## src/vtrs_pkg.sv

```systemverilog
// Shared constants and types for the voltage target ramp sequencer
package vtrs_pkg;

  ////////////////////////////////////////////////////////////////////////////
  // Voltage code
  localparam int          CODE_W    = 8;
  localparam logic [7:0]  CODE_MAX  = 8'hff;
  localparam int          STEP_MV   = 10;
  localparam int          TOP_MV    = 3040;
  localparam logic [7:0]  CODE_RST  = 8'h00;

  ////////////////////////////////////////////////////////////////////////////
  // Timing
  localparam int CLK_MHZ       = 100;
  localparam int RAMP_CLK_MHZ  = 4;
  localparam int RAMP_DIV      = CLK_MHZ / RAMP_CLK_MHZ;
  localparam int RAMP_MIN_NS   = 250;
  localparam int RAMP_MIN_CYC  = (RAMP_MIN_NS * CLK_MHZ + 999) / 1000;
  localparam int MASK_TIME_NS  = 2000;
  localparam int MASK_CYC      = (MASK_TIME_NS * CLK_MHZ + 999) / 1000;

  ////////////////////////////////////////////////////////////////////////////
  // Registers
  localparam logic [7:0] REG_SLOW_RATE = 8'h25;
  localparam logic [7:0] REG_OFFSET    = 8'h33;
  localparam logic [7:0] SLOW_RATE_RST = 8'h04;
  localparam logic [7:0] OFFSET_RST    = 8'h00;

  ////////////////////////////////////////////////////////////////////////////
  // Power states
  localparam logic [1:0] FULL_POWER_STATE = 2'h0;
  localparam logic [1:0] DECAY_PS         = 2'h2;
  localparam logic [1:0] DEEP_PS          = 2'h3;

  typedef enum logic [2:0] {
    CMD_SET_TARGET_FAST  = 3'h0,
    CMD_SET_TARGET_SLOW  = 3'h1,
    CMD_SET_TARGET_DECAY = 3'h2,
    CMD_SET_POWER_STATE  = 3'h3,
    CMD_SET_REG          = 3'h4,
    CMD_GET_REG          = 3'h5
  } cmd_t;

  typedef enum logic [1:0] {
    ST_IDLE  = 2'b00,
    ST_RAMP  = 2'b01,
    ST_DECAY = 2'b10
  } seq_state_t;

endpackage

```

## src/voltage_target_ramp_sequencer.sv

```systemverilog
// Voltage target ramp sequencer: command decode, code stepping, power state
module voltage_target_ramp_sequencer
  import vtrs_pkg::*;
#(
  parameter int RAMP_DIV_P = vtrs_pkg::RAMP_DIV,
  parameter int MASK_CYC_P = vtrs_pkg::MASK_CYC
) (
  // Clock and reset
  input  wire logic                   mclk_in,
  input  wire logic                   rst_in,
  // Device enable and start-up target
  input  wire logic                   enable_in,
  input  wire logic [7:0]             boot_code_in,
  // Commands from the serial voltage control bus
  input  wire logic                   cmd_valid_in,
  input  wire vtrs_pkg::cmd_t         cmd_code_in,
  input  wire logic [7:0]             cmd_addr_in,
  input  wire logic [7:0]             cmd_data_in,
  output logic                        cmd_ack_out,
  output logic                        cmd_reject_out,
  output logic [7:0]                  rsp_data_out,
  // Output settling feedback
  input  wire logic                   settled_flag_in,
  // Converter and phase control
  output logic [7:0]                  voltage_code_out,
  output logic                        ramp_active_out,
  output logic                        ready_mask_out,
  output logic [1:0]                  power_state_out,
  output logic                        all_phases_out
);
  import vtrs_pkg::*;

  if (RAMP_DIV_P < 2 || MASK_CYC_P < 1) begin : g_param_check
    $error("RAMP_DIV_P must be at least 2 and MASK_CYC_P at least 1");
  end

  ////////////////////////////////////////////////////////////////////////////
  // State
  seq_state_t  state;
  logic [7:0]  code;
  logic [7:0]  target;
  logic [7:0]  offset;
  logic [7:0]  slow_rate;
  logic [7:0]  slow_cnt;
  logic        slow_mode;
  logic [1:0]  ps;
  logic        ps_pending;
  logic [1:0]  ps_pending_val;
  logic        enable_q;
  logic        settled_q;
  logic [4:0]  ra_cnt;
  logic        tick;
  logic        mask_q;

  // Target plus offset, clamped at the top code
  function automatic logic [7:0] dest_of(input logic [7:0] t, input logic [7:0] o);
    logic [8:0] sum;
    sum = {1'b0, t} + {1'b0, o};
    return sum[8] ? CODE_MAX : sum[7:0];
  endfunction

  logic [7:0] dest;
  logic       at_dest;
  logic       near_dest;
  logic       busy;
  logic       start_up;
  logic       settle_rise;
  logic       slow_hit;
  logic       step_now;
  logic       offset_ovf;
  logic       cmd_ok;

  assign dest        = dest_of(target, offset);
  assign at_dest     = (code == dest);
  assign near_dest   = at_dest || (code + 8'h01 == dest) || (dest + 8'h01 == code);
  assign busy        = (state == ST_RAMP);
  assign start_up    = enable_in && !enable_q;
  assign settle_rise = settled_flag_in && !settled_q;
  assign slow_hit    = (slow_cnt + 8'h01 >= slow_rate);
  assign offset_ovf  = ({1'b0, target} + {1'b0, cmd_data_in}) > {1'b0, CODE_MAX};

  // Step decision: fast per tick, slow per rate ticks, decay per settle
  always_comb begin
    step_now = 1'b0;
    if (enable_in && !at_dest) begin
      if (state == ST_RAMP) begin
        step_now = tick && (!slow_mode || slow_hit);
      end else if (state == ST_DECAY) begin
        step_now = settle_rise;
      end
    end
  end

  // Command acceptance
  always_comb begin
    cmd_ok = 1'b0;
    if (cmd_valid_in && enable_in && !busy && !start_up) begin
      unique case (cmd_code_in)
        CMD_SET_TARGET_FAST,
        CMD_SET_TARGET_SLOW,
        CMD_SET_TARGET_DECAY,
        CMD_SET_POWER_STATE,
        CMD_GET_REG: cmd_ok = 1'b1;
        CMD_SET_REG: cmd_ok = (cmd_addr_in == REG_SLOW_RATE) ||
                              (cmd_addr_in == REG_OFFSET && !offset_ovf);
        default: cmd_ok = 1'b0;
      endcase
    end
  end

  ////////////////////////////////////////////////////////////////////////////
  // Sub-blocks
  ramp_tick_gen #(.DIV(RAMP_DIV_P)) u_tick (
    .mclk_in  (mclk_in),
    .rst_in   (rst_in),
    .run_in   (busy),
    .tick_out (tick)
  );

  ready_mask_timer #(.CYC(MASK_CYC_P)) u_mask (
    .mclk_in    (mclk_in),
    .rst_in     (rst_in),
    .stop_in    (!enable_in),
    .restart_in (step_now),
    .mask_out   (mask_q)
  );

  ////////////////////////////////////////////////////////////////////////////
  // Edge memories
  always_ff @(posedge mclk_in) begin
    if (rst_in) begin
      enable_q  <= 1'b0;
      settled_q <= 1'b0;
    end else begin
      enable_q  <= enable_in;
      settled_q <= settled_flag_in;
    end
  end

  ////////////////////////////////////////////////////////////////////////////
  // Sequencer state, target, offset, power state
  always_ff @(posedge mclk_in) begin
    if (rst_in || !enable_in) begin
      state          <= ST_IDLE;
      target         <= CODE_RST;
      offset         <= OFFSET_RST;
      slow_mode      <= 1'b0;
      ps             <= FULL_POWER_STATE;
      ps_pending     <= 1'b0;
      ps_pending_val <= FULL_POWER_STATE;
    end else if (start_up) begin
      state     <= ST_RAMP;
      target    <= boot_code_in;
      slow_mode <= 1'b1;
    end else if (cmd_ok) begin
      unique case (cmd_code_in)
        CMD_SET_TARGET_FAST, CMD_SET_TARGET_SLOW: begin
          state      <= ST_RAMP;
          target     <= cmd_data_in;
          slow_mode  <= (cmd_code_in == CMD_SET_TARGET_SLOW);
          ps         <= FULL_POWER_STATE;
          ps_pending <= 1'b0;
        end
        CMD_SET_TARGET_DECAY: begin
          state  <= ST_DECAY;
          target <= cmd_data_in;
          ps     <= (ps == DEEP_PS) ? DEEP_PS : DECAY_PS;
        end
        CMD_SET_POWER_STATE: begin
          if (state == ST_DECAY) begin
            ps_pending     <= 1'b1;
            ps_pending_val <= cmd_data_in[1:0];
          end else begin
            ps <= cmd_data_in[1:0];
          end
        end
        CMD_SET_REG: begin
          if (cmd_addr_in == REG_OFFSET) begin
            offset    <= cmd_data_in;
            state     <= ST_RAMP;
            slow_mode <= 1'b1;
            ps        <= FULL_POWER_STATE;
          end
        end
        default: begin
        end
      endcase
    end else if (state != ST_IDLE && at_dest) begin
      state <= ST_IDLE;
      if (state == ST_DECAY && ps_pending) begin
        ps         <= ps_pending_val;
        ps_pending <= 1'b0;
      end
    end
  end

  // Slow rate register
  always_ff @(posedge mclk_in) begin
    if (rst_in) begin
      slow_rate <= SLOW_RATE_RST;
    end else if (cmd_ok && cmd_code_in == CMD_SET_REG && cmd_addr_in == REG_SLOW_RATE) begin
      slow_rate <= cmd_data_in;
    end
  end

  // Slow rate tick counter
  always_ff @(posedge mclk_in) begin
    if (rst_in || !busy) begin
      slow_cnt <= 8'h00;
    end else if (tick) begin
      slow_cnt <= slow_hit ? 8'h00 : slow_cnt + 8'h01;
    end
  end

  ////////////////////////////////////////////////////////////////////////////
  // Voltage code stepping
  always_ff @(posedge mclk_in) begin
    if (rst_in || !enable_in) begin
      code <= CODE_RST;
    end else if (step_now) begin
      code <= (dest > code) ? code + 8'h01 : code - 8'h01;
    end
  end

  // Ramp active indication with least hold time
  always_ff @(posedge mclk_in) begin
    if (rst_in || !enable_in) begin
      ramp_active_out <= 1'b0;
      ra_cnt          <= 5'h00;
    end else if (start_up || (cmd_ok && cmd_code_in <= CMD_SET_TARGET_DECAY) ||
                 (cmd_ok && cmd_code_in == CMD_SET_REG && cmd_addr_in == REG_OFFSET)) begin
      ramp_active_out <= 1'b1;
      ra_cnt          <= 5'h01;
    end else if (ramp_active_out) begin
      if (ra_cnt < 5'(RAMP_MIN_CYC)) begin
        ra_cnt <= ra_cnt + 5'h01;
      end else if (near_dest) begin
        ramp_active_out <= 1'b0;
      end
    end
  end

  ////////////////////////////////////////////////////////////////////////////
  // Registered outputs
  always_ff @(posedge mclk_in) begin
    if (rst_in) begin
      cmd_ack_out      <= 1'b0;
      cmd_reject_out   <= 1'b0;
      rsp_data_out     <= 8'h00;
      voltage_code_out <= CODE_RST;
      ready_mask_out   <= 1'b0;
      power_state_out  <= FULL_POWER_STATE;
      all_phases_out   <= 1'b1;
    end else begin
      cmd_ack_out      <= cmd_valid_in && cmd_ok;
      cmd_reject_out   <= cmd_valid_in && !cmd_ok;
      if (cmd_ok && cmd_code_in == CMD_GET_REG) begin
        rsp_data_out <= (cmd_addr_in == REG_SLOW_RATE) ? slow_rate :
                        (cmd_addr_in == REG_OFFSET) ? offset : 8'h00;
      end
      voltage_code_out <= code;
      ready_mask_out   <= mask_q;
      power_state_out  <= ps;
      all_phases_out   <= (ps == FULL_POWER_STATE) || busy;
    end
  end
endmodule

```

## src/ramp_tick_gen.sv

```systemverilog
// Divider giving one-cycle ramp clock enable pulses
module ramp_tick_gen #(
  parameter int DIV = 25
) (
  // Clock and reset
  input  wire logic mclk_in,
  input  wire logic rst_in,
  // Control
  input  wire logic run_in,
  output logic      tick_out
);
  localparam int CW = $clog2(DIV);
  logic [CW-1:0] cnt;

  if (DIV < 2) begin : g_div_check
    $error("ramp_tick_gen: DIV must be at least 2");
  end

  always_ff @(posedge mclk_in) begin
    if (rst_in || !run_in) begin
      cnt      <= '0;
      tick_out <= 1'b0;
    end else if (cnt == CW'(DIV - 1)) begin
      cnt      <= '0;
      tick_out <= 1'b1;
    end else begin
      cnt      <= cnt + CW'(1);
      tick_out <= 1'b0;
    end
  end
endmodule

```

## src/ready_mask_timer.sv

```systemverilog
// Retriggerable timer masking the ready indication after a code change
module ready_mask_timer #(
  parameter int CYC = 200
) (
  // Clock and reset
  input  wire logic mclk_in,
  input  wire logic rst_in,
  // Control
  input  wire logic stop_in,
  input  wire logic restart_in,
  output logic      mask_out
);
  localparam int CW = $clog2(CYC + 1);
  logic [CW-1:0] cnt;

  if (CYC < 1) begin : g_cyc_check
    $error("ready_mask_timer: CYC must be at least 1");
  end

  always_ff @(posedge mclk_in) begin
    if (rst_in || stop_in) begin
      cnt      <= '0;
      mask_out <= 1'b0;
    end else if (restart_in) begin
      cnt      <= CW'(CYC);
      mask_out <= 1'b1;
    end else if (cnt != '0) begin
      cnt      <= cnt - CW'(1);
      mask_out <= (cnt != CW'(1));
    end
  end
endmodule

```

## config.mk

```make
export PLATFORM = sky130hd
export DESIGN_NAME = voltage_target_ramp_sequencer
export DESIGN_NICKNAME = d
export VERILOG_FILES = /design/src/vtrs_pkg.sv /design/src/voltage_target_ramp_sequencer.sv /design/src/ramp_tick_gen.sv /design/src/ready_mask_timer.sv
export SDC_FILE = /design/constraint.sdc
export NUM_CORES = 1
export LEC_CHECK = 0
export ABC_AREA = 1
export BUFFER_PORTS_ARGS = -buffer_cell sky130_fd_sc_hd__buf_4
export CELL_PAD_IN_SITES_DETAIL_PLACEMENT = 1
export CELL_PAD_IN_SITES_GLOBAL_PLACEMENT = 1
export CORE_ASPECT_RATIO = 0.5
export CORE_UTILIZATION = 35
export CTS_CLUSTER_SIZE = 8
export DETAILED_ROUTE_END_ITERATION = 12
export PLACE_DENSITY_LB_ADDON = 0.1
export SETUP_SLACK_MARGIN = 0.2
export SLEW_MARGIN = 10
export SYNTH_ARGS = -nofsm -noshare
export SYNTH_HDL_FRONTEND = slang
export SYNTH_SLANG_ARGS = --single-unit
```

## constraint.sdc

```tcl
create_clock -name mclk_in -period 2.98 [get_ports mclk_in]
set_clock_uncertainty 0.15 [all_clocks]
set_input_delay 0.298 -clock mclk_in [delete_from_list [all_inputs] [get_ports mclk_in]]
set_output_delay 0.298 -clock mclk_in [all_outputs]
set_load 0.01 [all_outputs]
```

; ---- Word-level counts from Yosys, hierarchy flattened
; Cells that the tools add are included.
[word_totals]
register_bits = 93
input_bits = 32
out_inout_bits = 23
elab_cells = 178
[op_classes]
n_addsub = 9
magnitude_cmp = 5
eq_ne = 24
muxes = 46
bitwise_logic = 1
reduce_logical = 65
[ops]
columns = cell, n
row1 = $mux W8, 10
row2 = $add A8 B1 Y8 const B, 3
row3 = $eq A8 B8 Y1, 3
row4 = $mux W1, 23
row5 = $add A8 B8 Y9, 2
row6 = $logic_and A1 B1 Y1, 17
row7 = $eq A8 B6 Y1 const B, 2
row8 = $mux W2, 8
row9 = $reduce_bool A2 Y1, 8
row10 = $sub A8 B1 Y8 const B, 2
row11 = $add A5 B1 Y5 const B, 2
row12 = $reduce_or A2 Y1, 5
row13 = $gt A9 B8 Y1 const B, 1
row14 = $logic_not A1 Y1, 9
row15 = $logic_or A1 B1 Y1, 9
row16 = $reduce_and A3 Y1, 3
row17 = $ge A8 B8 Y1, 1
row18 = $gt A8 B8 Y1, 1
row19 = $ne A8 B1 Y1 const B, 1
row20 = $pmux W2 S4, 1
row21 = $reduce_and A4 Y1, 2
row22 = $reduce_bool A8 Y1, 1
row23 = $eq A3 B2 Y1 const B, 2
row24 = $eq A3 B3 Y1 const B, 2
row25 = other kinds (24), 32

; ---- Longest topological paths before layout
; Gate-level depths: netlist (run 1).
[logic_depth]
ltp_word = 12
ltp_mapped = 22
ltp_nobuf = 21

; ---- By module
; A second synthesis (run 1) with hierarchy kept.
[hier_totals]
cells_unflattened = 806
hier_area_um2 = 5631.7
[by_module_without_submodules]
columns = mod, instances, cells_per_inst, area_per_inst_um2, seq_area_each_um2
row1 = voltage_target_ramp_sequencer, 1, 695, 4837.1, 1561.5
row2 = ready_mask_timer, 1, 72, 501.7, 180.2
row3 = ramp_tick_gen, 1, 39, 292.8, 120.1

; ---- Least setup slack after synthesis (run 1)
; Ideal clock, no wire load.
[synth_timing]
path_kind = flip-flop to flip-flop
start = register target[0]
end = register code[4]
setup_time_ns = 0.128
arrival_ns = 2.727
t_required_ns = 2.702
slack_ns = -0.025
stages_incl_launch_ff = 22
path_buffers = 1
synth_period_minus_slack_ns = 3.005
path_cell_list = dfxtp_1 > ha_1 > inv_1 > fa_1 > inv_1 > nand3_1 > nand2_1 > a21oi_2 > buf_6 > nand2_1 > inv_1 > ha_1 > inv_1 > nor2_1 > and3_1 > inv_1 > nand2_1 > inv_1 > nand2_1 > o21ai_0 > o21ai_0 > a21oi_1
[synth_between]
elab_chain_len = 6
[synth_lines]
columns = item, line_no
row1 = start: declaration, voltage_target_ramp_sequencer.sv:41  ; logic [7:0] target;
row2 = start signal: assignment, voltage_target_ramp_sequencer.sv:153  ; target <= boot_code_in;
row3 = start signal: assignment, voltage_target_ramp_sequencer.sv:159  ; target <= cmd_data_in;
row4 = start signal: assignment, voltage_target_ramp_sequencer.sv:166  ; target <= cmd_data_in;
row5 = $add A8 B8 Y9 (*), voltage_target_ramp_sequencer.sv:58  ; sum = {1'b0, t} + {1'b0, o};
row6 = $mux W8 (*), voltage_target_ramp_sequencer.sv:59  ; return sum[8] ? CODE_MAX : sum[7:0];
row7 = "parallel branches: the longest is 4 deep, another holds $gt A8 B8 Y1", n/a
row8 = end signal: assignment, voltage_target_ramp_sequencer.sv:221  ; code <= (dest > code) ? code + 8'h01 : code - 8'h01;
row9 = end: declaration, voltage_target_ramp_sequencer.sv:40  ; logic [7:0] code;
; Mark *: on every way between the ends.
; A chain may end at the register's enable or synchronous reset.

; ---- Worst setup path in the final report (run 1)
[layout_timing]
start = register offset[0]
end = register ramp_active_out
[layout_between]
elab_chain_len = 9
[layout_lines]
columns = item, line_no
row1 = start: declaration, voltage_target_ramp_sequencer.sv:42  ; logic [7:0] offset;
row2 = start signal: assignment, voltage_target_ramp_sequencer.sv:179  ; offset <= cmd_data_in;
row3 = $add A8 B8 Y9 (*), voltage_target_ramp_sequencer.sv:58
row4 = $mux W8 (*), voltage_target_ramp_sequencer.sv:59
row5 = "$add A8 B1 Y8, or another cell as far along", voltage_target_ramp_sequencer.sv:75  ; assign near_dest = at_dest || (code + 8'h01 == dest) || (dest + 8'h01 == code);
row6 = $eq A8 B8 Y1 / $logic_or A1 B1 Y1 (equally long branches), voltage_target_ramp_sequencer.sv:75
row7 = $logic_or A1 B1 Y1 (*), voltage_target_ramp_sequencer.sv:75
row8 = $mux W1 (*), voltage_target_ramp_sequencer.sv:237  ; end else if (near_dest) begin
row9 = $mux W1 (*), voltage_target_ramp_sequencer.sv:235  ; if (ra_cnt < 5'(RAMP_MIN_CYC)) begin
row10 = $mux W1 (*), voltage_target_ramp_sequencer.sv:234  ; end else if (ramp_active_out) begin
row11 = $mux W1 (*), voltage_target_ramp_sequencer.sv:230  ; end else if (start_up || (cmd_ok && cmd_code_in <= CMD_SET_TARGET_DECAY) ||
row12 = end signal: assignment, voltage_target_ramp_sequencer.sv:228  ; ramp_active_out <= 1'b0;
row13 = end signal: assignment, voltage_target_ramp_sequencer.sv:232  ; ramp_active_out <= 1'b1;
row14 = end signal: assignment, voltage_target_ramp_sequencer.sv:238  ; ramp_active_out <= 1'b0;
row15 = end: declaration, voltage_target_ramp_sequencer.sv:26  ; output logic ramp_active_out,
; Mark *: on every way between the ends. The rest lies on a longest branch, timed or not.

==> reports/metrics.yaml, run 1 <==
critical_path:
  cpPeakStageDelay_ns: 0.34
  worst_ep_required_time_ns: 3.07
  crit_family: "buffers and inverters"
  critPathCapture: "ramp_active_out$_SDFF_PP0_"
  crit_path_max_fanout: 7
  crit_type: "register to register"
  critical_path_buf_inv_count: 9
  cp_common_cell: "buf_4"
  reg2reg_to: "ramp_active_out$_SDFF_PP0_"
  worstReg2RegStart: "offset[0]$_SDFFE_PP0P_"
  cp.arrival_ns: 3.06
  crit_path_end_kind: "register"
  worstPathCellList: "ha_4 > inv_2 > fa_2 > inv_2 > nand3_4 > nand2_4 > a21oi_4 > nand3_2 > buf_4 > buf_6 > buf_4 > buf_4 > buf_4 > buf_6 > xnor2_1 > nor2_1 > nand3_1 > nand2_1 > inv_1 > nand2_1 > a21oi_1"
  worstRegToRegCells: 21
  path_depth: 21
  cpMaxStageDelayCell: "dfxtp_2"
  rrSetupSlack_ns: 0.008
  cp-startpoint: "offset[0]$_SDFFE_PP0P_"
  cp-start-kind: "register"
timing:
  max_freq_ghz: 0.337
  drv_slew: 0
  rsz0062_at_grt: "true"
  fin_crit_ns: 2.97
  fin_crit_sh_pct: 99.7
  hold_viol: 0
  timing.slew.headroom_pct: 53.2
  tightest_slew_ns: 0.693
  finalSetupViolCount: 0
global_routing:
  grtUsageMet2_pct: 37.0
  busiest_layer: "met2"
  grt_use_met3_pct: 4.52
  antenna_found_initial: 0
  grt_max_degree: 26
  met1_usage_pct: 28.4
  grt_pass1_vias: 5815
  grt_usage_pct: 21.9
  grt_first_pass_wirelength_mm: 29.0
  grt_overflow: 0
finish:
  drive_gt1_share_pct: 27.9
  area_growth_pct: 32.3
  nFillCells: 1946
  layout_common_cells: "nand2_1 (131), buf_4 (100), inv_1 (91), dfxtp_1 (86), nor2_1 (73)"
  nets: 960
  post-route-util_pct: 48.2
  fin_cells: 1112
  antenna-diode-count: 0
  mostFrequentLayoutCell: "nand2_1"
place:
  placedCellCount: 1080
  io_buffers: 54
  dpl.hpwl_mm: 13.1
  gp_congestion: 0.791
die:
  die-height_um: 92.3
  die_w_um: 183
  dieArea_mm2: 0.0169
  core_area_mm2: 0.0157
  top_level_ports: 55
  initial_utilization_pct: 36.5
  fp-row-count: 32
clocking:
  clk_latency_ns: 0.35
  cts_made_buffers: 9
  htree_levels: 3
  cts.sinks: 93
  cts_tree: "built"
  clk_pin_slew_ns: 0.07
  cts_root_buffer: "clkbuf_16"
  clock_path_buffers: 2
  cts_hold_buf: 0
synth:
  ys_warn_count: 0
  synth.area.top_cells: "dfxtp_1 (33%), nand2_1 (9.7%), ha_1 (8.8%)"
  synth-seq-cells: 93
  syn_inst: 782
  synthesis.nets: 856
  synth_area_mm2: 0.00571
  yosysUniqueCellTypes: 58
  ys_seq_area_share_pct: 32.6
  yosys.area.top_type: "dfxtp_1"
  avgSynthCellArea_um2: 7.30
  synth_top_area_share_pct: 32.6
hold_path:
  hold_path_class: "input pin to register"
  min_path_cells: 3
power_and_ir_drop:
  peakVddDrop_mv: 0.476
  power_density_mw_per_mm2: 449
  leakage_nw: 3.34
route:
  drc: 0
  ant_nets: 0
  wl_per_cell_um: 15.7
  firstDrtPassIters: 5
  via_count: 5556
  viasPerCell: 5.00
  routed_wl_mm: 17.5
  drt-initial-drc-count: 182
status:
  status: "finished clean"
run:
  drv_cap: 0
## tightest hold or removal path, stage by stage
cell and delay [ns]:
buf_4 0.09, inv_1 0.03, nor2_1 0.06
## state kept, by name (all words and copies together), names as in the netlist, 2 cells and up
| signal | flops |
|---|---|
| code | 8 |
| target | 8 |
| u_mask.cnt | 8 |
| ps | 2 |
| ra_cnt | 5 |
| u_tick.cnt | 5 |
| power_state_out | 2 |
| offset | 8 |
| rsp_data_out | 8 |
| slow_rate | 8 |
| state | 2 |
| ps_pending_val | 2 |
| slow_cnt | 8 |
| voltage_code_out | 8 |
## Yosys cell counts, drive strengths merged
cell type  instances
nand2            155
inv              108
dfxtp             93
nor2              85
a21oi             59
nand3             53
o21ai             49
ha                40
xor2              23
nand4             19
clkbuf            10
nor3              10
o22ai              9
a31oi              8
mux2i              8
buf                7
xnor2              6
nand3b             5
o2111ai            4
or2                4
a22oi              3
nor3b              3
nor4               3
o211ai             3
o21a               3
a211oi             2
clkinv             2
fa                 2
a2111oi            1
a32o               1
and3               1
o21bai             1
o311ai             1
o31ai              1
## stage by stage
step / hold slack, ns / area (um^2) / total power, W / TNS, ns / setup slack (ns)
finish: 0.00990 / 7550 / 0.00339 / 0 / 0.00837
detailed placement: 0.286 / 6680 / 0.00208 / -0.829 / -0.156
global route: 0.00922 / 7550 / 0.00360 / -1.19 / -0.154
CTS: 0.00236 / 7410 / 0.00337 / 0 / 0.0463
floorplan: 0.251 / 5820 / 0.00187 / 0 / 0.203
global placement: 0.283 / 6680 / 0.00206 / -0.321 / -0.122
## cells by family after synthesis
kind of cell / share of synthesized area, %
compound gates: 14.6
xor+xnor: 4.45
buf+inv: 9.47
mux: 1.40
flops: 32.6
fa+ha+maj: 9.47
simple gates: 28.0
## metal layers
| layer | wire length, um | vias to the layer above |
|---|---|---|
| met5 | 0 | - |
| met4 | 222 | 0 |
| met3 | 459 | 23 |
| met2 | 8250 | 59 |
| met1 | 8540 | 2671 |
| li1 | - | 2803 |
## repair_timing
action,in CTS,in global routing
gates resized for setup,85,27
setup buffers,12,4
endpoints found under the setup margin,23,23
pin swaps,36,16
## layout make-up
class                           instances  area (um^2)  share of cell area, %
Multi-Input combinational cell        562         3810                   50.4
Sequential cell                        93         1870                   24.8
Timing Repair Buffer                  110          863                   11.4
Inverter                              110          433                   5.73
Tap cell                              221          277                   3.66
Clock buffer                           11          243                   3.21
Clock inverter                          5         58.8                  0.779
## worst min-delay path by stage
stage | from | endpoint | slack, ns
global placement | ps_pending_val[1]$_SDFFE_PP0P_ | ps_pending_val[1]$_SDFFE_PP0P_ | 0.28
floorplan | u_mask.mask_out$_SDFFE_PP0P_ | ready_mask_out$_SDFF_PP0_ | 0.25
CTS | settled_flag_in | settled_q$_SDFF_PP0_ | 0.002
detailed placement | u_mask.mask_out$_SDFFE_PP0P_ | ready_mask_out$_SDFF_PP0_ | 0.29
finish | settled_flag_in | settled_q$_SDFF_PP0_ | 0.01
global route | settled_flag_in | settled_q$_SDFF_PP0_ | 0.009
## power breakdown
group	switching (W)	total (W)	internal [W]
Combinational	0.000522	0.000846	0.000324
Clock	0.000523	0.00120	0.000676
Sequential	0.0000449	0.00135	0.00130
Note: power is estimated with default switching activity, not from simulation.
==> run 2: changes to the inputs <==
==> constraint.sdc (replaced) <==
create_clock -name mclk_in -period 2.6 [get_ports mclk_in]
set_clock_uncertainty 0.15 [all_clocks]
set_input_delay 0.26 -clock mclk_in [delete_from_list [all_inputs] [get_ports mclk_in]]
set_output_delay 0.26 -clock mclk_in [all_outputs]
set_load 0.01 [all_outputs]
==> run 2 against run 1 <==
Effect of this change:
- the run now ends with setup timing left
- cell area increased by 6.0%
- critical path depth decreased by 2
- setup slack lost 0.28 ns
- critical path type unchanged
==> reports/metrics.yaml, run 2 (synthesis gave the netlist of run 1 again) <==
finish:
  seqCellArea_mm2: 0.00187  # about the same
  area_growth_pct: 40.3
  antenna-diode-count: 0  # unchanged
  layout_common_cells: "buf_4 (134), nand2_1 (125), inv_1 (91), dfxtp_1 (85), nor2_1 (74)"
  multi_input_area_mm2: 0.00396  # +3.9%
  mostFrequentLayoutCell: "buf_4"
  nets: 999  # +4.1%
  nFillCells: 1927  # -0.98%
  drive_gt1_share_pct: 34.4  # +6.4 points
critical_path:
  cpPeakStageDelay_ns: 0.35  # about the same
  worstRegToRegCells: 19  # -9.5%
  crit_path_max_fanout: 7  # unchanged
  cp-startpoint: "target[0]$_SDFFE_PP0P_"
  cp_common_cell: "inv_2"
  cp-start-kind: "register"
  critPathCapture: "ps[1]$_SDFFE_PP0P_"
  worstPathCellList: "ha_4 > inv_2 > fa_2 > inv_2 > nand3_2 > nand2_4 > a21oi_4 > nand2_2 > inv_2 > ha_4 > inv_4 > nor3_4 > o2111ai_4 > o21ai_4 > nand2_4 > nor2_4 > nand2_1 > nand2_1 > nor2_1"
  worst_ep_required_time_ns: 2.70  # -0.37 ns
  reg2reg_to: "ps[1]$_SDFFE_PP0P_"
  crit_path_end_kind: "register"
  cpMaxStageDelayCell: "dfxtp_2"
  rrSetupSlack_ns: -0.27  # -0.28 ns
  cp.arrival_ns: 2.97  # -0.09 ns
  worstReg2RegStart: "target[0]$_SDFFE_PP0P_"
  crit_type: "register to register"
global_routing:
  grt_overflow: 0  # unchanged
  antenna_found_initial: 0  # unchanged
  grt_pass1_vias: 5714  # -1.7%
  grt_max_degree: 27  # +3.8%
  grt_first_pass_wirelength_mm: 28.9  # -0.12%
  grt_usage_pct: 22.0  # +0.11 points
clocking:
  clock_path_buffers: 2  # unchanged
  clk_pin_slew_ns: 0.06  # about the same
  cts_made_buffers: 9  # unchanged
  cts.sinks: 93  # unchanged
  htree_levels: 3  # unchanged
  cts_root_buffer: "clkbuf_16"
  clk_latency_ns: 0.35  # about the same
  cts_tree: "built"
route:
  firstDrtPassIters: 4  # -1
  ant_nets: 0  # unchanged
  viasPerCell: 4.96  # -0.66%
  drc: 0  # unchanged
  wl_per_cell_um: 15.8  # +0.57%
  via_count: 5703  # +2.6%
  routed_wl_mm: 18.2  # +3.9%
  drt-initial-drc-count: 233  # +28%
place:
  io_buffers: 54  # unchanged
  pre_cts_slack_ns: -0.424  # -0.268 ns
  dpl.hpwl_mm: 13.7  # +5.0%
  gp_congestion: 0.839  # +6.1%
die:
  fp-row-count: 32  # unchanged
  dieArea_mm2: 0.0169  # unchanged
  die_w_um: 183  # unchanged
  top_level_ports: 55  # unchanged
  die-height_um: 92.3  # unchanged
  core_area_mm2: 0.0157  # unchanged
  initial_utilization_pct: 36.5  # unchanged
timing:
  drv_slew: 0  # unchanged
  max_freq_ghz: 0.348  # +3.5%
  rsz0062_at_grt: "true"
  finalSetupViolCount: 23  # +23
  timing.slew.headroom_pct: 61.4  # +8.3 points
  fin_crit_sh_pct: 110  # +11 points
  tightest_slew_ns: 0.574  # -0.119 ns
  fin_crit_ns: 2.87  # -0.0999 ns
  hold_viol: 0  # unchanged
  setup_ws_ns: -0.272  # -0.280 ns
  fin_setup_tns_ns: -4.34  # -4.34 ns
power_and_ir_drop:
  leakage_nw: 3.57  # +7.0%
  peakVddDrop_mv: 0.585  # +23%
  finalPower_w: 0.00391  # +15%
  power_density_mw_per_mm2: 488  # +8.6%
hold_path:
  worstHoldStart: "cmd_data_in[7]"
  hold_path_class: "input pin to register"
status:
  violations: "setup timing"
  status: "finished with violations"
run:
  drv_cap: 0  # unchanged
-- run 2: changes by cell type in the layout (fill, tap and decap cells not counted), moves of 3 or more --
cell | before | now
a21oi_1 | 48 | 37
a21oi_2 | 10 | 21
a22oi_1 | 3 | 0
a22oi_2 | 0 | 3
buf_4 | 100 | 134
nand2_1 | 131 | 125
nand2_2 | 12 | 17
nand2_8 | 1 | 4
nand3_2 | 6 | 10
nor2_4 | 6 | 3
o21ai_0 | 30 | 21
o21ai_2 | 6 | 16
-- run 2: timing repair --
item                                    4_1_cts  5_1_grt
gates resized for setup                      60       83
buffers inserted                              7       11
endpoints found under the setup margin       56       52
pin swaps                                    21       23
endpoints found under the hold margin         1        0
cloned                                        1        2
hold buffers                                  1        0
-- run 2: stage by stage --
step / util [%] / instance area, um^2 / hold WS, ns / std cells
5_1_grt: 51.2 / 8010 / 0.0632 / 1149
4_1_cts: 48.2 / 7550 / 0.0627 / 1136
2_1_floorplan: - / 5850 / 0.217 / 782
3_3_place_gp: 44.5 / 6970 / 0.283 / 1113
6_report: 51.2 / 8010 / 0.0517 / 1149
3_5_place_dp: 44.5 / 6970 / 0.293 / 1113
-- run 2: per-layer routing --
layer  share of wire (%)  up-vias  global-route usage (%)
li1                    -     2873                       -
met1                  48     2756                    28.6
met2                  48       59                    37.9
met3                 2.6       15                    4.29
met4                0.78        0                    4.34
met5                   0        -                       0
-- run 2: power breakdown --
group	switching [W]	internal, W
combinational	0.000622	0.000428
sequential	0.0000485	0.00149
clock	0.000556	0.000761
total	0.00123	0.00268
-- run 2: area by class of cell --
cell class	instances	area share, %
multi-input cells	563	49.4
flip-flops and latches	93	23.4
repair buffers	148	14.8
inverters	110	5.44
well taps	221	3.45
clock buffers	12	3.08
clock inverters	2	0.437
-- run 2: worst min path at each step --
stage | to | slack [ns] | depth (start not counted)
final | slow_rate[7]$_SDFFE_PP0P_ | 0.05 | 3
after global routing | slow_rate[4]$_SDFFE_PP0P_ | 0.06 | 3
after CTS | slow_rate[2]$_SDFFE_PP1P_ | 0.06 | 3
after detailed placement | ps_pending_val[1]$_SDFFE_PP0P_ | 0.29 | 2
after global placement | ps_pending_val[1]$_SDFFE_PP0P_ | 0.28 | 2
after floorplan | settled_q$_SDFF_PP0_ | 0.22 | 2
-- run 2: critical path: cells and delay by family (launching register included) --
| family | cells | cell delay, ns |
|---|---|---|
| AND/OR/NAND/NOR | 9 | 0.87 |
| buffers and inverters | 4 | 0.20 |
| AO/OA/AOI/OAI | 3 | 0.42 |
| adder cells (fa/ha/maj) | 3 | 0.76 |
| flip-flops | 1 | 0.35 |
